===== config.mk =====
export PLATFORM = sky130hd
export DESIGN_NAME = art_pwm_timer
export DESIGN_NICKNAME = d
export VERILOG_FILES = /design/src/design/art_pwm_pkg.sv /design/src/design/art_pwm_timer.sv
export SDC_FILE = /design/constraint.sdc
export NUM_CORES = 1
export LEC_CHECK = 0
export ABC_CLOCK_PERIOD_IN_PS = 7000
export BUFFER_PORTS_ARGS = -buffer_cell sky130_fd_sc_hd__buf_2
export CORE_ASPECT_RATIO = 1.4
export CORE_MARGIN = 1.5
export CORE_UTILIZATION = 50
export DETAILED_ROUTE_END_ITERATION = 7
export GPL_TIMING_DRIVEN = 0
export HOLD_SLACK_MARGIN = 0.06
export PLACE_DENSITY = 0.71
export SETUP_SLACK_MARGIN = 0.3
export SYNTH_ARGS = -nofsm -noshare
export SYNTH_HDL_FRONTEND = slang
export SYNTH_SLANG_ARGS = --single-unit

===== constraint.sdc =====
create_clock -name hclk -period 7 [get_ports hclk]
set_input_delay 1.75 -clock hclk [delete_from_list [all_inputs] [get_ports hclk]]
set_output_delay 1.75 -clock hclk [all_outputs]
set_load 0.02 [all_outputs]

===== src/design/art_pwm_pkg.sv =====
// Shared constants and carrier types for the 8-bit auto-reload PWM timer.
// Assumes a 32-bit AHB-Lite fabric; each register sits in the low byte of one word.
package art_pwm_pkg;

  // Sizes
  localparam int unsigned CNT_W   = 8;
  localparam int unsigned PRESC_W = 7;
  localparam int unsigned N_CH    = 4;
  localparam int unsigned DIV_W   = 3;
  localparam int unsigned IDX_W   = 8;

  // Register indices; byte address is four times the index
  localparam logic [IDX_W-1:0] IDX_DUTY3  = 8'h73;
  localparam logic [IDX_W-1:0] IDX_DUTY2  = 8'h74;
  localparam logic [IDX_W-1:0] IDX_DUTY1  = 8'h75;
  localparam logic [IDX_W-1:0] IDX_DUTY0  = 8'h76;
  localparam logic [IDX_W-1:0] IDX_PWMCTL = 8'h77;
  localparam logic [IDX_W-1:0] IDX_CSR    = 8'h78;
  localparam logic [IDX_W-1:0] IDX_CNT    = 8'h79;
  localparam logic [IDX_W-1:0] IDX_RELOAD = 8'h7A;

  // Fields of timer_control_status
  localparam int unsigned CSR_EXT_SEL = 7;
  localparam int unsigned CSR_DIV_HI  = 6;
  localparam int unsigned CSR_DIV_LO  = 4;
  localparam int unsigned CSR_RUN_EN  = 3;
  localparam int unsigned CSR_FORCE   = 2;
  localparam int unsigned CSR_OIE     = 1;
  localparam int unsigned CSR_OVF     = 0;

  // Fields of pwm_output_control
  localparam int unsigned PWMCTL_OE_LO  = 4;
  localparam int unsigned PWMCTL_POL_LO = 0;

  // Reset values, counter top and unmapped read data
  localparam logic [7:0]  CSR_RESET    = 8'h00;
  localparam logic [7:0]  REG_RESET    = 8'h00;
  localparam logic [7:0]  CNT_TOP      = 8'hFF;
  localparam logic [31:0] RDATA_UNMAP  = 32'h0000_0000;

  // AHB encodings
  localparam logic [1:0] HTRANS_NONSEQ = 2'h2;
  localparam logic       HRESP_OKAY    = 1'h0;

  typedef enum logic [1:0] {
    BUS_IDLE  = 2'h1,
    BUS_WDATA = 2'h2
  } bus_state_e;

  typedef struct packed {
    logic                      ext_sel;
    logic [DIV_W-1:0]          div_sel;
    logic                      run_en;
    logic                      overflow_irq_enable;
    logic                      ovf;
  } csr_s;

  typedef struct packed {
    logic [N_CH-1:0]           oe;
    logic [N_CH-1:0]           pol;
  } pwm_ctl_s;

endpackage : art_pwm_pkg


===== src/design/art_pwm_timer.sv =====
// Auto-reload PWM timer core with an AHB-Lite register slave.
// Assumes one clock; ext_clk_in is a level synchronous to hclk, counted on rising edges.
// How it works
// - Bit 7 of control picks CPU clock (0) or external clock (1) for prescaler.
// - Bits 6:4 divide the prescaler input by two to the field value.
// - Run enable low freezes prescaler and counter; high lets counter advance.
// - Force-reload bit is write-only and always reads back as zero.
// - Writing force-reload one loads counter from reload value and clears prescaler.
// - Overflow interrupt enable gates whether a set overflow flag requests interrupt.
// - Overflow flag sets when counter passes from FFh to the reload value.
// - Reading the control/status register clears the overflow flag.
// - Control/status register is all zeros after reset.
// - Counter access register reads or writes the live counter while running.
// - Reload register value loads into counter on every overflow.
// - On overflow each PWM output goes to its period-start level per polarity.
// - Output enable bits 7:4 connect each PWM channel to its pin.
// - Polarity 0: output high while counter <= compare, low above; 1 inverts.
// - Changing polarity inverts that channel's output without waiting for overflow.
// - Each channel has a duty register setting its second edge; reload sets first.
// - Reload value sets PWM period and resolution; zero gives 256-count period.
// - Hidden compare shadows load from duty registers at each overflow.
// - Counter increments by one on each prescaler output tick.
// - Writing the counter access register also clears the prescaler.
`timescale 1ns/1ps
`default_nettype none

module art_pwm_timer #(
  parameter int unsigned CNT_W   = art_pwm_pkg::CNT_W,
  parameter int unsigned PRESC_W = art_pwm_pkg::PRESC_W,
  parameter int unsigned N_CH    = art_pwm_pkg::N_CH
) (
  input  wire logic                   hclk,
  input  wire logic                   hresetn,
  input  wire logic                   hsel,
  input  wire logic [31:0]            haddr,
  input  wire logic [1:0]             htrans,
  input  wire logic                   hwrite,
  input  wire logic [2:0]             hsize,
  input  wire logic [31:0]            hwdata,
  input  wire logic                   hready,
  output var  logic                   hreadyout,
  output var  logic [31:0]            hrdata,
  output var  logic                   hresp,
  input  wire logic                   ext_clk_in,
  input  wire logic [N_CH-1:0]        gpio_port_out,
  output var  logic [N_CH-1:0]        pwm_channel_pin,
  output var  logic                   overflow_irq
);

  // Widths are fixed by the register layout
  if (CNT_W != art_pwm_pkg::CNT_W || PRESC_W != art_pwm_pkg::PRESC_W ||
      N_CH != art_pwm_pkg::N_CH) begin : g_bad_params
    $error("art_pwm_timer: only 8-bit counter, 7-bit prescaler, 4 channels supported");
  end

  typedef struct packed {
    art_pwm_pkg::bus_state_e                bus_st;
    logic [art_pwm_pkg::IDX_W-1:0]          wr_idx;
    logic                                   wr_hit;
    art_pwm_pkg::csr_s                      csr;
    art_pwm_pkg::pwm_ctl_s                  pctl;
    logic [CNT_W-1:0]                       cnt;
    logic [PRESC_W-1:0]                     presc;
    logic [CNT_W-1:0]                       reload;
    logic [N_CH-1:0][CNT_W-1:0]             duty;
    logic [N_CH-1:0][CNT_W-1:0]             shadow;
    logic                                   ext_q;
    logic [N_CH-1:0]                        pins;
    logic                                   irq;
    logic                                   readyout;
    logic [31:0]                            rdata;
  } state_s;

  state_s s_r;
  state_s s_nxt;

  // Register is mapped when its index lies in the timer window
  function automatic logic is_mapped(input logic [art_pwm_pkg::IDX_W-1:0] idx);
    return idx >= art_pwm_pkg::IDX_DUTY3 && idx <= art_pwm_pkg::IDX_RELOAD;
  endfunction : is_mapped

  // Duty registers sit in descending channel order
  function automatic logic [1:0] duty_chan(input logic [art_pwm_pkg::IDX_W-1:0] idx);
    logic [art_pwm_pkg::IDX_W-1:0] off;
    off = art_pwm_pkg::IDX_DUTY0 - idx;
    return off[1:0];
  endfunction : duty_chan

  function automatic logic is_duty(input logic [art_pwm_pkg::IDX_W-1:0] idx);
    return idx >= art_pwm_pkg::IDX_DUTY3 && idx <= art_pwm_pkg::IDX_DUTY0;
  endfunction : is_duty

  // PWM compare per channel
  logic [N_CH-1:0] pwm_wave;
  for (genvar i = 0; i < N_CH; i++) begin : g_ch
    assign pwm_wave[i] = (s_r.cnt <= s_r.shadow[i]) ^ s_r.pctl.pol[i];
  end

  logic                          addr_take;
  logic [art_pwm_pkg::IDX_W-1:0] a_idx;
  logic                          csr_rd;
  logic                          wr_now;
  logic                          cnt_wr;
  logic                          force_wr;
  logic                          in_tick;
  logic                          cnt_tick;
  logic                          ovf_evt;
  logic [PRESC_W-1:0]            tap_mask;
  logic [7:0]                    rd_byte;
  logic [7:0]                    wbyte;

  always_comb begin
    s_nxt     = s_r;
    addr_take = hsel && hready && htrans == art_pwm_pkg::HTRANS_NONSEQ;
    a_idx     = haddr[art_pwm_pkg::IDX_W+1:2];
    wbyte     = hwdata[7:0];
    wr_now    = s_r.bus_st == art_pwm_pkg::BUS_WDATA && s_r.wr_hit;
    cnt_wr    = wr_now && s_r.wr_idx == art_pwm_pkg::IDX_CNT;
    force_wr  = wr_now && s_r.wr_idx == art_pwm_pkg::IDX_CSR &&
                wbyte[art_pwm_pkg::CSR_FORCE];
    csr_rd    = addr_take && !hwrite && a_idx == art_pwm_pkg::IDX_CSR;

    // Prescaler input: CPU clock every cycle, external on its rising edge
    s_nxt.ext_q = ext_clk_in;
    in_tick     = s_r.csr.ext_sel ? (ext_clk_in && !s_r.ext_q) : 1'b1;
    tap_mask    = PRESC_W'((8'h01 << s_r.csr.div_sel) - 8'h01);
    cnt_tick    = s_r.csr.run_en && in_tick &&
                  ((s_r.presc & tap_mask) == tap_mask);
    ovf_evt     = cnt_tick && s_r.cnt == art_pwm_pkg::CNT_TOP && !cnt_wr && !force_wr;

    // Counter and prescaler
    if (s_r.csr.run_en && in_tick) begin
      s_nxt.presc = s_r.presc + PRESC_W'(1);
    end
    if (ovf_evt) begin
      s_nxt.cnt    = s_r.reload;
      s_nxt.shadow = s_r.duty;
    end else if (cnt_tick) begin
      s_nxt.cnt = s_r.cnt + CNT_W'(1);
    end
    if (cnt_wr) begin
      s_nxt.cnt   = wbyte;
      s_nxt.presc = '0;
    end
    if (force_wr) begin
      s_nxt.cnt   = s_r.reload;
      s_nxt.presc = '0;
    end

    // Bus slave: reads answer with no wait, writes take one wait cycle
    s_nxt.readyout = 1'b1;
    case (s_r.bus_st)
      art_pwm_pkg::BUS_IDLE: begin
        if (addr_take && hwrite) begin
          s_nxt.bus_st   = art_pwm_pkg::BUS_WDATA;
          s_nxt.wr_idx   = a_idx;
          s_nxt.wr_hit   = is_mapped(a_idx) && haddr[1:0] == 2'h0;
          s_nxt.readyout = 1'b0;
        end
      end
      art_pwm_pkg::BUS_WDATA: begin
        s_nxt.bus_st = art_pwm_pkg::BUS_IDLE;
        s_nxt.wr_hit = 1'b0;
      end
      default: begin
        s_nxt.bus_st = art_pwm_pkg::BUS_IDLE;
      end
    endcase

    // Register writes
    if (wr_now) begin
      if (is_duty(s_r.wr_idx)) begin
        s_nxt.duty[duty_chan(s_r.wr_idx)] = wbyte;
      end
      case (s_r.wr_idx)
        art_pwm_pkg::IDX_PWMCTL: begin
          s_nxt.pctl.oe  = wbyte[art_pwm_pkg::PWMCTL_OE_LO +: 4];
          s_nxt.pctl.pol = wbyte[art_pwm_pkg::PWMCTL_POL_LO +: 4];
        end
        art_pwm_pkg::IDX_CSR: begin
          s_nxt.csr.ext_sel = wbyte[art_pwm_pkg::CSR_EXT_SEL];
          s_nxt.csr.div_sel = wbyte[art_pwm_pkg::CSR_DIV_HI:art_pwm_pkg::CSR_DIV_LO];
          s_nxt.csr.run_en  = wbyte[art_pwm_pkg::CSR_RUN_EN];
          s_nxt.csr.overflow_irq_enable     = wbyte[art_pwm_pkg::CSR_OIE];
        end
        art_pwm_pkg::IDX_RELOAD: begin
          s_nxt.reload = wbyte;
        end
        default: begin
        end
      endcase
    end

    // Register reads, captured in the address phase
    rd_byte = art_pwm_pkg::REG_RESET;
    if (is_duty(a_idx)) begin
      rd_byte = s_r.duty[duty_chan(a_idx)];
    end
    case (a_idx)
      art_pwm_pkg::IDX_PWMCTL: rd_byte = {s_r.pctl.oe, s_r.pctl.pol};
      art_pwm_pkg::IDX_CSR:    rd_byte = {s_r.csr.ext_sel, s_r.csr.div_sel, s_r.csr.run_en,
                                          1'b0, s_r.csr.overflow_irq_enable, s_r.csr.ovf};
      art_pwm_pkg::IDX_CNT:    rd_byte = s_r.cnt;
      art_pwm_pkg::IDX_RELOAD: rd_byte = s_r.reload;
      default: begin
      end
    endcase
    if (addr_take && !hwrite) begin
      s_nxt.rdata = (is_mapped(a_idx) && haddr[1:0] == 2'h0) ? {24'h00_0000, rd_byte}
                                                              : art_pwm_pkg::RDATA_UNMAP;
    end

    // Overflow flag: a new overflow wins over the clearing read
    if (csr_rd) begin
      s_nxt.csr.ovf = 1'b0;
    end
    if (ovf_evt) begin
      s_nxt.csr.ovf = 1'b1;
    end
    s_nxt.irq = s_nxt.csr.ovf && s_nxt.csr.overflow_irq_enable;

    // Pins: waveform when enabled, port data otherwise
    for (int i = 0; i < N_CH; i++) begin
      s_nxt.pins[i] = s_r.pctl.oe[i] ? pwm_wave[i] : gpio_port_out[i];
    end
  end

  always_ff @(posedge hclk or negedge hresetn) begin
    if (!hresetn) begin
      s_r.bus_st   <= art_pwm_pkg::BUS_IDLE;
      s_r.wr_idx   <= '0;
      s_r.wr_hit   <= 1'b0;
      s_r.csr      <= art_pwm_pkg::CSR_RESET[6:0];
      s_r.pctl     <= art_pwm_pkg::REG_RESET;
      s_r.cnt      <= '0;
      s_r.presc    <= '0;
      s_r.reload   <= '0;
      s_r.duty     <= '0;
      s_r.shadow   <= '0;
      s_r.ext_q    <= 1'b0;
      s_r.pins     <= '0;
      s_r.irq      <= 1'b0;
      s_r.readyout <= 1'b1;
      s_r.rdata    <= '0;
    end else begin
      s_r <= s_nxt;
    end
  end

  assign hreadyout       = s_r.readyout;
  assign hrdata          = s_r.rdata;
  assign hresp           = art_pwm_pkg::HRESP_OKAY;
  assign pwm_channel_pin = s_r.pins;
  assign overflow_irq    = s_r.irq;

  logic unused_ok;
  assign unused_ok = ^hsize;

  // Pin behaviour per channel
  for (genvar i = 0; i < N_CH; i++) begin : g_pin_chk

  end
endmodule : art_pwm_timer

`default_nettype wire


==> Word level (Yosys, flattened, before mapping) <==
Index checks and enable logic that the tools add are counted.
{ "word_totals": {"output_inout_bits": 39, "word_cells": 125, "regBits": 152} }
{ "op_classes": {"n_addsub": 5, "n_lt_le_gt_ge": 12, "n_reduce_logical": 35, "shift": 1, "n_eq_ne": 14, "n_bitwise": 5, "n_mux": 27} }
{ "ops": {"columns": ["operator", "count"], "rows": [
  ["$eq A8 B7 Y1 const B", 8],
  ["$mux W8", 6],
  ["$bwmux W32", 1],
  ["$le A8 B8 Y1", 4],
  ["$pmux W8 S4", 1],
  ["$mux W15", 2],
  ["$le A8 B7 Y1 const B", 3],
  ["$logic_and A1 B1 Y1", 21],
  ["$bmux W8 S2", 1],
  ["$demux W8 S2", 1],
  ["$ge A8 B7 Y1 const B", 2],
  ["$reduce_and A2 Y1", 6],
  ["$mux W1", 11],
  ["$mux W11", 1],
  ["$add A8 B1 Y8 const B", 1],
  ["$eq A8 B8 Y1 const B", 1],
  ["$add A7 B1 Y7 const B", 1],
  ["$and A7 B7 Y7", 1],
  ["$eq A7 B7 Y1", 1],
  ["$mux W7", 1],
  ["$shl A1 B3 Y7 const A", 1],
  ["$sub A7 B1 Y7 const B", 1],
  ["$lt A2 B3 Y1 const B", 2],
  ["$eq A2 B2 Y1 const B", 2],
  ["other kinds (12)", 19]
]} }

==> Logic depth before layout (Yosys ltp) <==
{ "logic_depth": {"word_depth": 11, "depth_mapped": 9} }

==> Worst setup path before layout <==
OpenSTA, ideal clock, no wires.
{ "synth_path": {"path_type": "input port to flip-flop", "from": "input haddr[2]", "to": "register s_r, in the netlist hrdata[7]", "stages": 8, "arrival_time_ns": 3.612, "setup_slack_ns": 3.258, "n_path_buf": 2, "path_cell_list": "buf_1 > inv_1 > ha_1 > clkbuf_1 > mux4_2 > and3_1 > a211oi_1 > o21ai_0"} }
{ "synth_via": {"elab_chain_cells": 6} }
{ "synth_lines": {"columns": ["item", "line_no", "source"], "rows": [
  ["from (decl)", "art_pwm_timer.sv:35", "input wire logic [31:0] haddr,"],
  ["$sub A2 B2 Y2", "art_pwm_timer.sv:85", "off = art_pwm_pkg::IDX_DUTY0 - idx;"],
  ["$bmux W8 S2", "art_pwm_timer.sv:197", "rd_byte = s_r.duty[duty_chan(a_idx)];"],
  ["$mux W8 (not written as such)", "art_pwm_timer.sv:197", null],
  ["$mux W8", "art_pwm_timer.sv:196", "if (is_duty(a_idx)) begin"],
  ["$pmux W8 S4", "art_pwm_timer.sv:199", "case (a_idx)"],
  ["$mux W8 *", "art_pwm_timer.sv:209", "s_nxt.rdata = (is_mapped(a_idx) && haddr[1:0] == 2'h0) ? {24'h00_0000, rd_byte}"],
  ["to (signal assigned)", "art_pwm_timer.sv:246", "s_r <= s_nxt;"],
  ["to (decl)", "art_pwm_timer.sv:74", "state_s s_r;"]
]} }
Every way passes the cells marked *; elsewhere a longest branch is shown, timed or not. The select of a mux whose other input is x is not followed.
A chain may end at the register's enable or synchronous reset.

==> Final worst setup path <==
{ "layout_path": {"from": "input haddr[2]", "to": "register s_r, in the netlist hrdata[3]"} }
Same word-level chain as after synthesis.

==> impl_results.md <==
* Outcome: finished clean
* Sequential share of the synthesized area at 45.0%
* Final period util at 61.0%
* Critical Path Source: haddr[2]
* Top Metal Used: met4
* Htree depth at 4
* Slew margin rel. at 13.6%
* Via Count at 5143
* Net Sw Power at 0.000436 W
* DRC viols at 0
* Largest net degree at the start of global routing at 101
* Hold Path Sink: hrdata[4]$_DFFE_PN0P_
* DPL Wire Length at 12400 um
* Row count at 51
* IO Pins at 118
* CP Max Fanout at 10
* Max Root-Sink Buffers at 2
* Clock Sinks at 128
* Total power at 0.00182 W
* Worst reg-to-reg path cell count at 8
* Nets at 819
* Die Wd at 104 um
* Post-route antenna net violation count at 0
* Critical Path, Cell by Cell: buf_2 > buf_1 > inv_1 > ha_1 > clkbuf_1 > mux4_2 > and3_1 > a211oi_1 > o21ai_0
* Reg clk slew, reported paths at 50 ps
* Most used DFF post-synth: dfrtp_1
* Layout filler cell count at 1158
* Post-CTS Resized at 0
* Post-synth EDFFs at 0
* Reg power frac at 42.7%
* Routed WL at 17400 um
* Crit path max-delay cell type: buf_1
* Clk network pwr share at 49.5%
* Req. time, crit path at 7280 ps
* Final hold vios at 0
* Final Util at 59.7%
* Register area at 3210 um^2
* CP arrival at 4550 ps
* Layout cells sized above 1 at 32.2%
* Final Max Slew Viols at 0
* Met2 WL post-DR at 8650 um
* Buf/Inv on CP at 4
* Delay-heaviest family, CP: buffers and inverters
* Hold_buf cts at 0
* Static Leakage at 4.06 nW
* Count of cell types in the netlist at 64
* Crit end category: register
* TritonCTS Buffers at 17
* I/O Buffers at 42
* Final setup vio count at 0
* Cell area after synthesis at 7130 um^2
* Clk_skew at 8.88 ps
* First-pass DRT Iterations at 7
* Slowest stage delay, CP at 660 ps
* FMAX at 0.234 GHz
* Sw Share at 23.9%
* Crit path kind: primary input to register
* Die area at 15000 um^2
* Gr usage total at 24.5%
* Max-cap violations at 0
* Gate Count Post-Synth at 616
* Worst hold path type: register to register
* Pint at 0.00138 W
* Design area at 8300 um^2
* Clock Tree Root: clkbuf_16
* Vias in the first global route at 5320
* PD cells at 219 nW/um^2
* RSZ-0062 raised after global routing: false
* Gpl congestion at 0.889
* Die Height at 144 um
* Maximum VDD drop at 0.138 mV
* Metal3 WL at 892 um
* Worst Setup Start Kind: primary input
* Core area at 13900 um^2
* 1st-iter DRT viols at 348
* Comb power frac at 7.8%
* Drt wl/cell at 19.4 um
* First-pass GRT wire length at 27900 um
* Initial antenna violation count at 0
* Worst-skew pair later-pin latency at 420 ps
* Syn. warnings at 0
* Crit path time final at 4270 ps
* Internal reg-to-reg setup slack at 4080 ps
* Multi-input logic area at 3440 um^2
* Worst slew pin tran at 1280 ps
* Setup Buffers After CTS at 0
* Vias per inst at 5.71
* Setup Total Neg Slack at 0 ps
* ANT cells at 0
* Cell Area, Placed at 7690 um^2
* Seq cells post-synth at 128
* WL met1 at 7170 um
* Ys async rst share at 100%
* Grt total ovfl at 0
* Hold path depth at 2
* Area grow syn2layout at 16.4%
* FF-to-FF End: s_r[56]$_DFFE_PN0P_
* CTS tree: yes
* Mapped Avg Cell Area at 11.6 um^2
* R2r startpoint: s_r[119]$_DFFE_PN0P_
* Worst hold start: hrdata[4]$_DFFE_PN0P_
* Initial Util at 51.2%
==> cells in the mapped netlist, drive strengths merged (3+ instances only) <==
master | n | area (um^2)
xor2 | 6 | 52.6
nor3 | 5 | 25.0
buf | 49 | 383
a222oi | 8 | 80.1
a22oi | 3 | 22.5
nand4b | 3 | 26.3
nor4 | 4 | 37.5
dfrtp | 126 | 3150
inv | 41 | 154
nand3 | 5 | 25.0
a31oi | 7 | 43.8
nand2 | 36 | 135
xnor2 | 6 | 52.6
mux4 | 8 | 180
or2 | 3 | 18.8
nand2b | 5 | 31.3
mux2 | 95 | 1180
nor2 | 33 | 124
and3 | 12 | 75.1
a21o | 10 | 75.1
mux2i | 3 | 30.0
a211oi | 10 | 75.1
and4 | 5 | 43.8
and2 | 3 | 21.3
nor2b | 3 | 18.8
clkbuf | 10 | 37.5
nand4 | 7 | 50.1
a21oi | 15 | 75.1
o21ai | 21 | 105
a21boi | 3 | 22.5
ha | 38 | 475
o22ai | 4 | 25.0
o21a | 3 | 22.5
==> cell type report <==
cell class	count	share of cell area, %
sequential	128	38.6
buffer	59	5.07
multi-input combinational	412	41.4
clock buffer	18	5.29
inverter	41	1.85
tap	185	2.79
clock inverter	14	2.01
timing repair buffer	43	2.94
==> how the worst max path moves through the flow <==
stage                            endpoint  slack [ps]  depth (start not counted)
floorplan           hrdata[7]$_DFFE_PN0P_        3260                          8
global placement    hrdata[4]$_DFFE_PN0P_        2270                          9
detailed placement  hrdata[4]$_DFFE_PN0P_        2290                          9
CTS                 hrdata[4]$_DFFE_PN0P_        2730                          9
global route        hrdata[3]$_DFFE_PN0P_        2540                          9
finish              hrdata[3]$_DFFE_PN0P_        2730                          9
==> cell usage in the layout, fill, tap and decap left out, types with 12 or more instances in the layout <==
master	netlist	routed
conb_1	1	25
mux2_2	63	63
mux2_4	29	29
nand2_1	36	36
a21oi_1	15	15
buf_4	39	39
inv_1	41	41
buf_2	1	42
and3_1	12	12
clkbuf_16	0	17
ha_1	38	38
o21ai_0	20	20
nor2_1	33	33
dfrtp_1	126	126
==> power groups by stage <==
stage	registers (W)	clock network (W)	logic (W)
finish	0.000777	0.000901	0.000143
global route	0.000779	0.000946	0.000157
detailed placement	0.000790	0	0.000142
floorplan	0.000783	0	0.0000891
CTS	0.000776	0.000912	0.000143
global placement	0.000788	0	0.000135
==> worst register-to-register path: stages, from the launching register on <==
cell	delay, ps
dfrtp_1	650
ha_1	350
nand4_2	170
or3_1	380
buf_1	170
or4_1	430
buf_6	180
buf_8	170
mux2_4	310
==> logic make-up after synthesis <==
group                    Yosys count  share of synthesized area, %
adder cells (fa/ha/maj)           38                          6.67
AO/OA/AOI/OAI                    100                          9.67
multiplexers                     106                          19.5
flip-flops                       128                          45.0
buffers and inverters            100                          8.06
XOR/XNOR                          12                          1.47
other                              1                        0.0526
AND/OR/NAND/NOR                  131                          9.62
==> metal layers <==
metal,global-route usage [%],vias up
met4,12.6,0
met5,0,-
met3,5.23,46
li1,-,2327
met2,42.2,217
met1,28.9,2553
==> sequential cells by signal (all words and copies together) (netlist names) <==
signal and cells:
hreadyout 1, hrdata 8, overflow_irq 1, pwm_channel_pin 4, s_r 114
==> per-stage QoR <==
stage / hold slack, ps / std cells / worst slack, ps
4_1_cts: 491 / 900 / 2730
2_1_floorplan: 451 / 640 / 3260
3_3_place_gp: 475 / 867 / 2270
6_report: 486 / 900 / 2730
5_1_grt: 520 / 900 / 2540
3_5_place_dp: 477 / 868 / 2290
(Power assumes the default switching activity.)
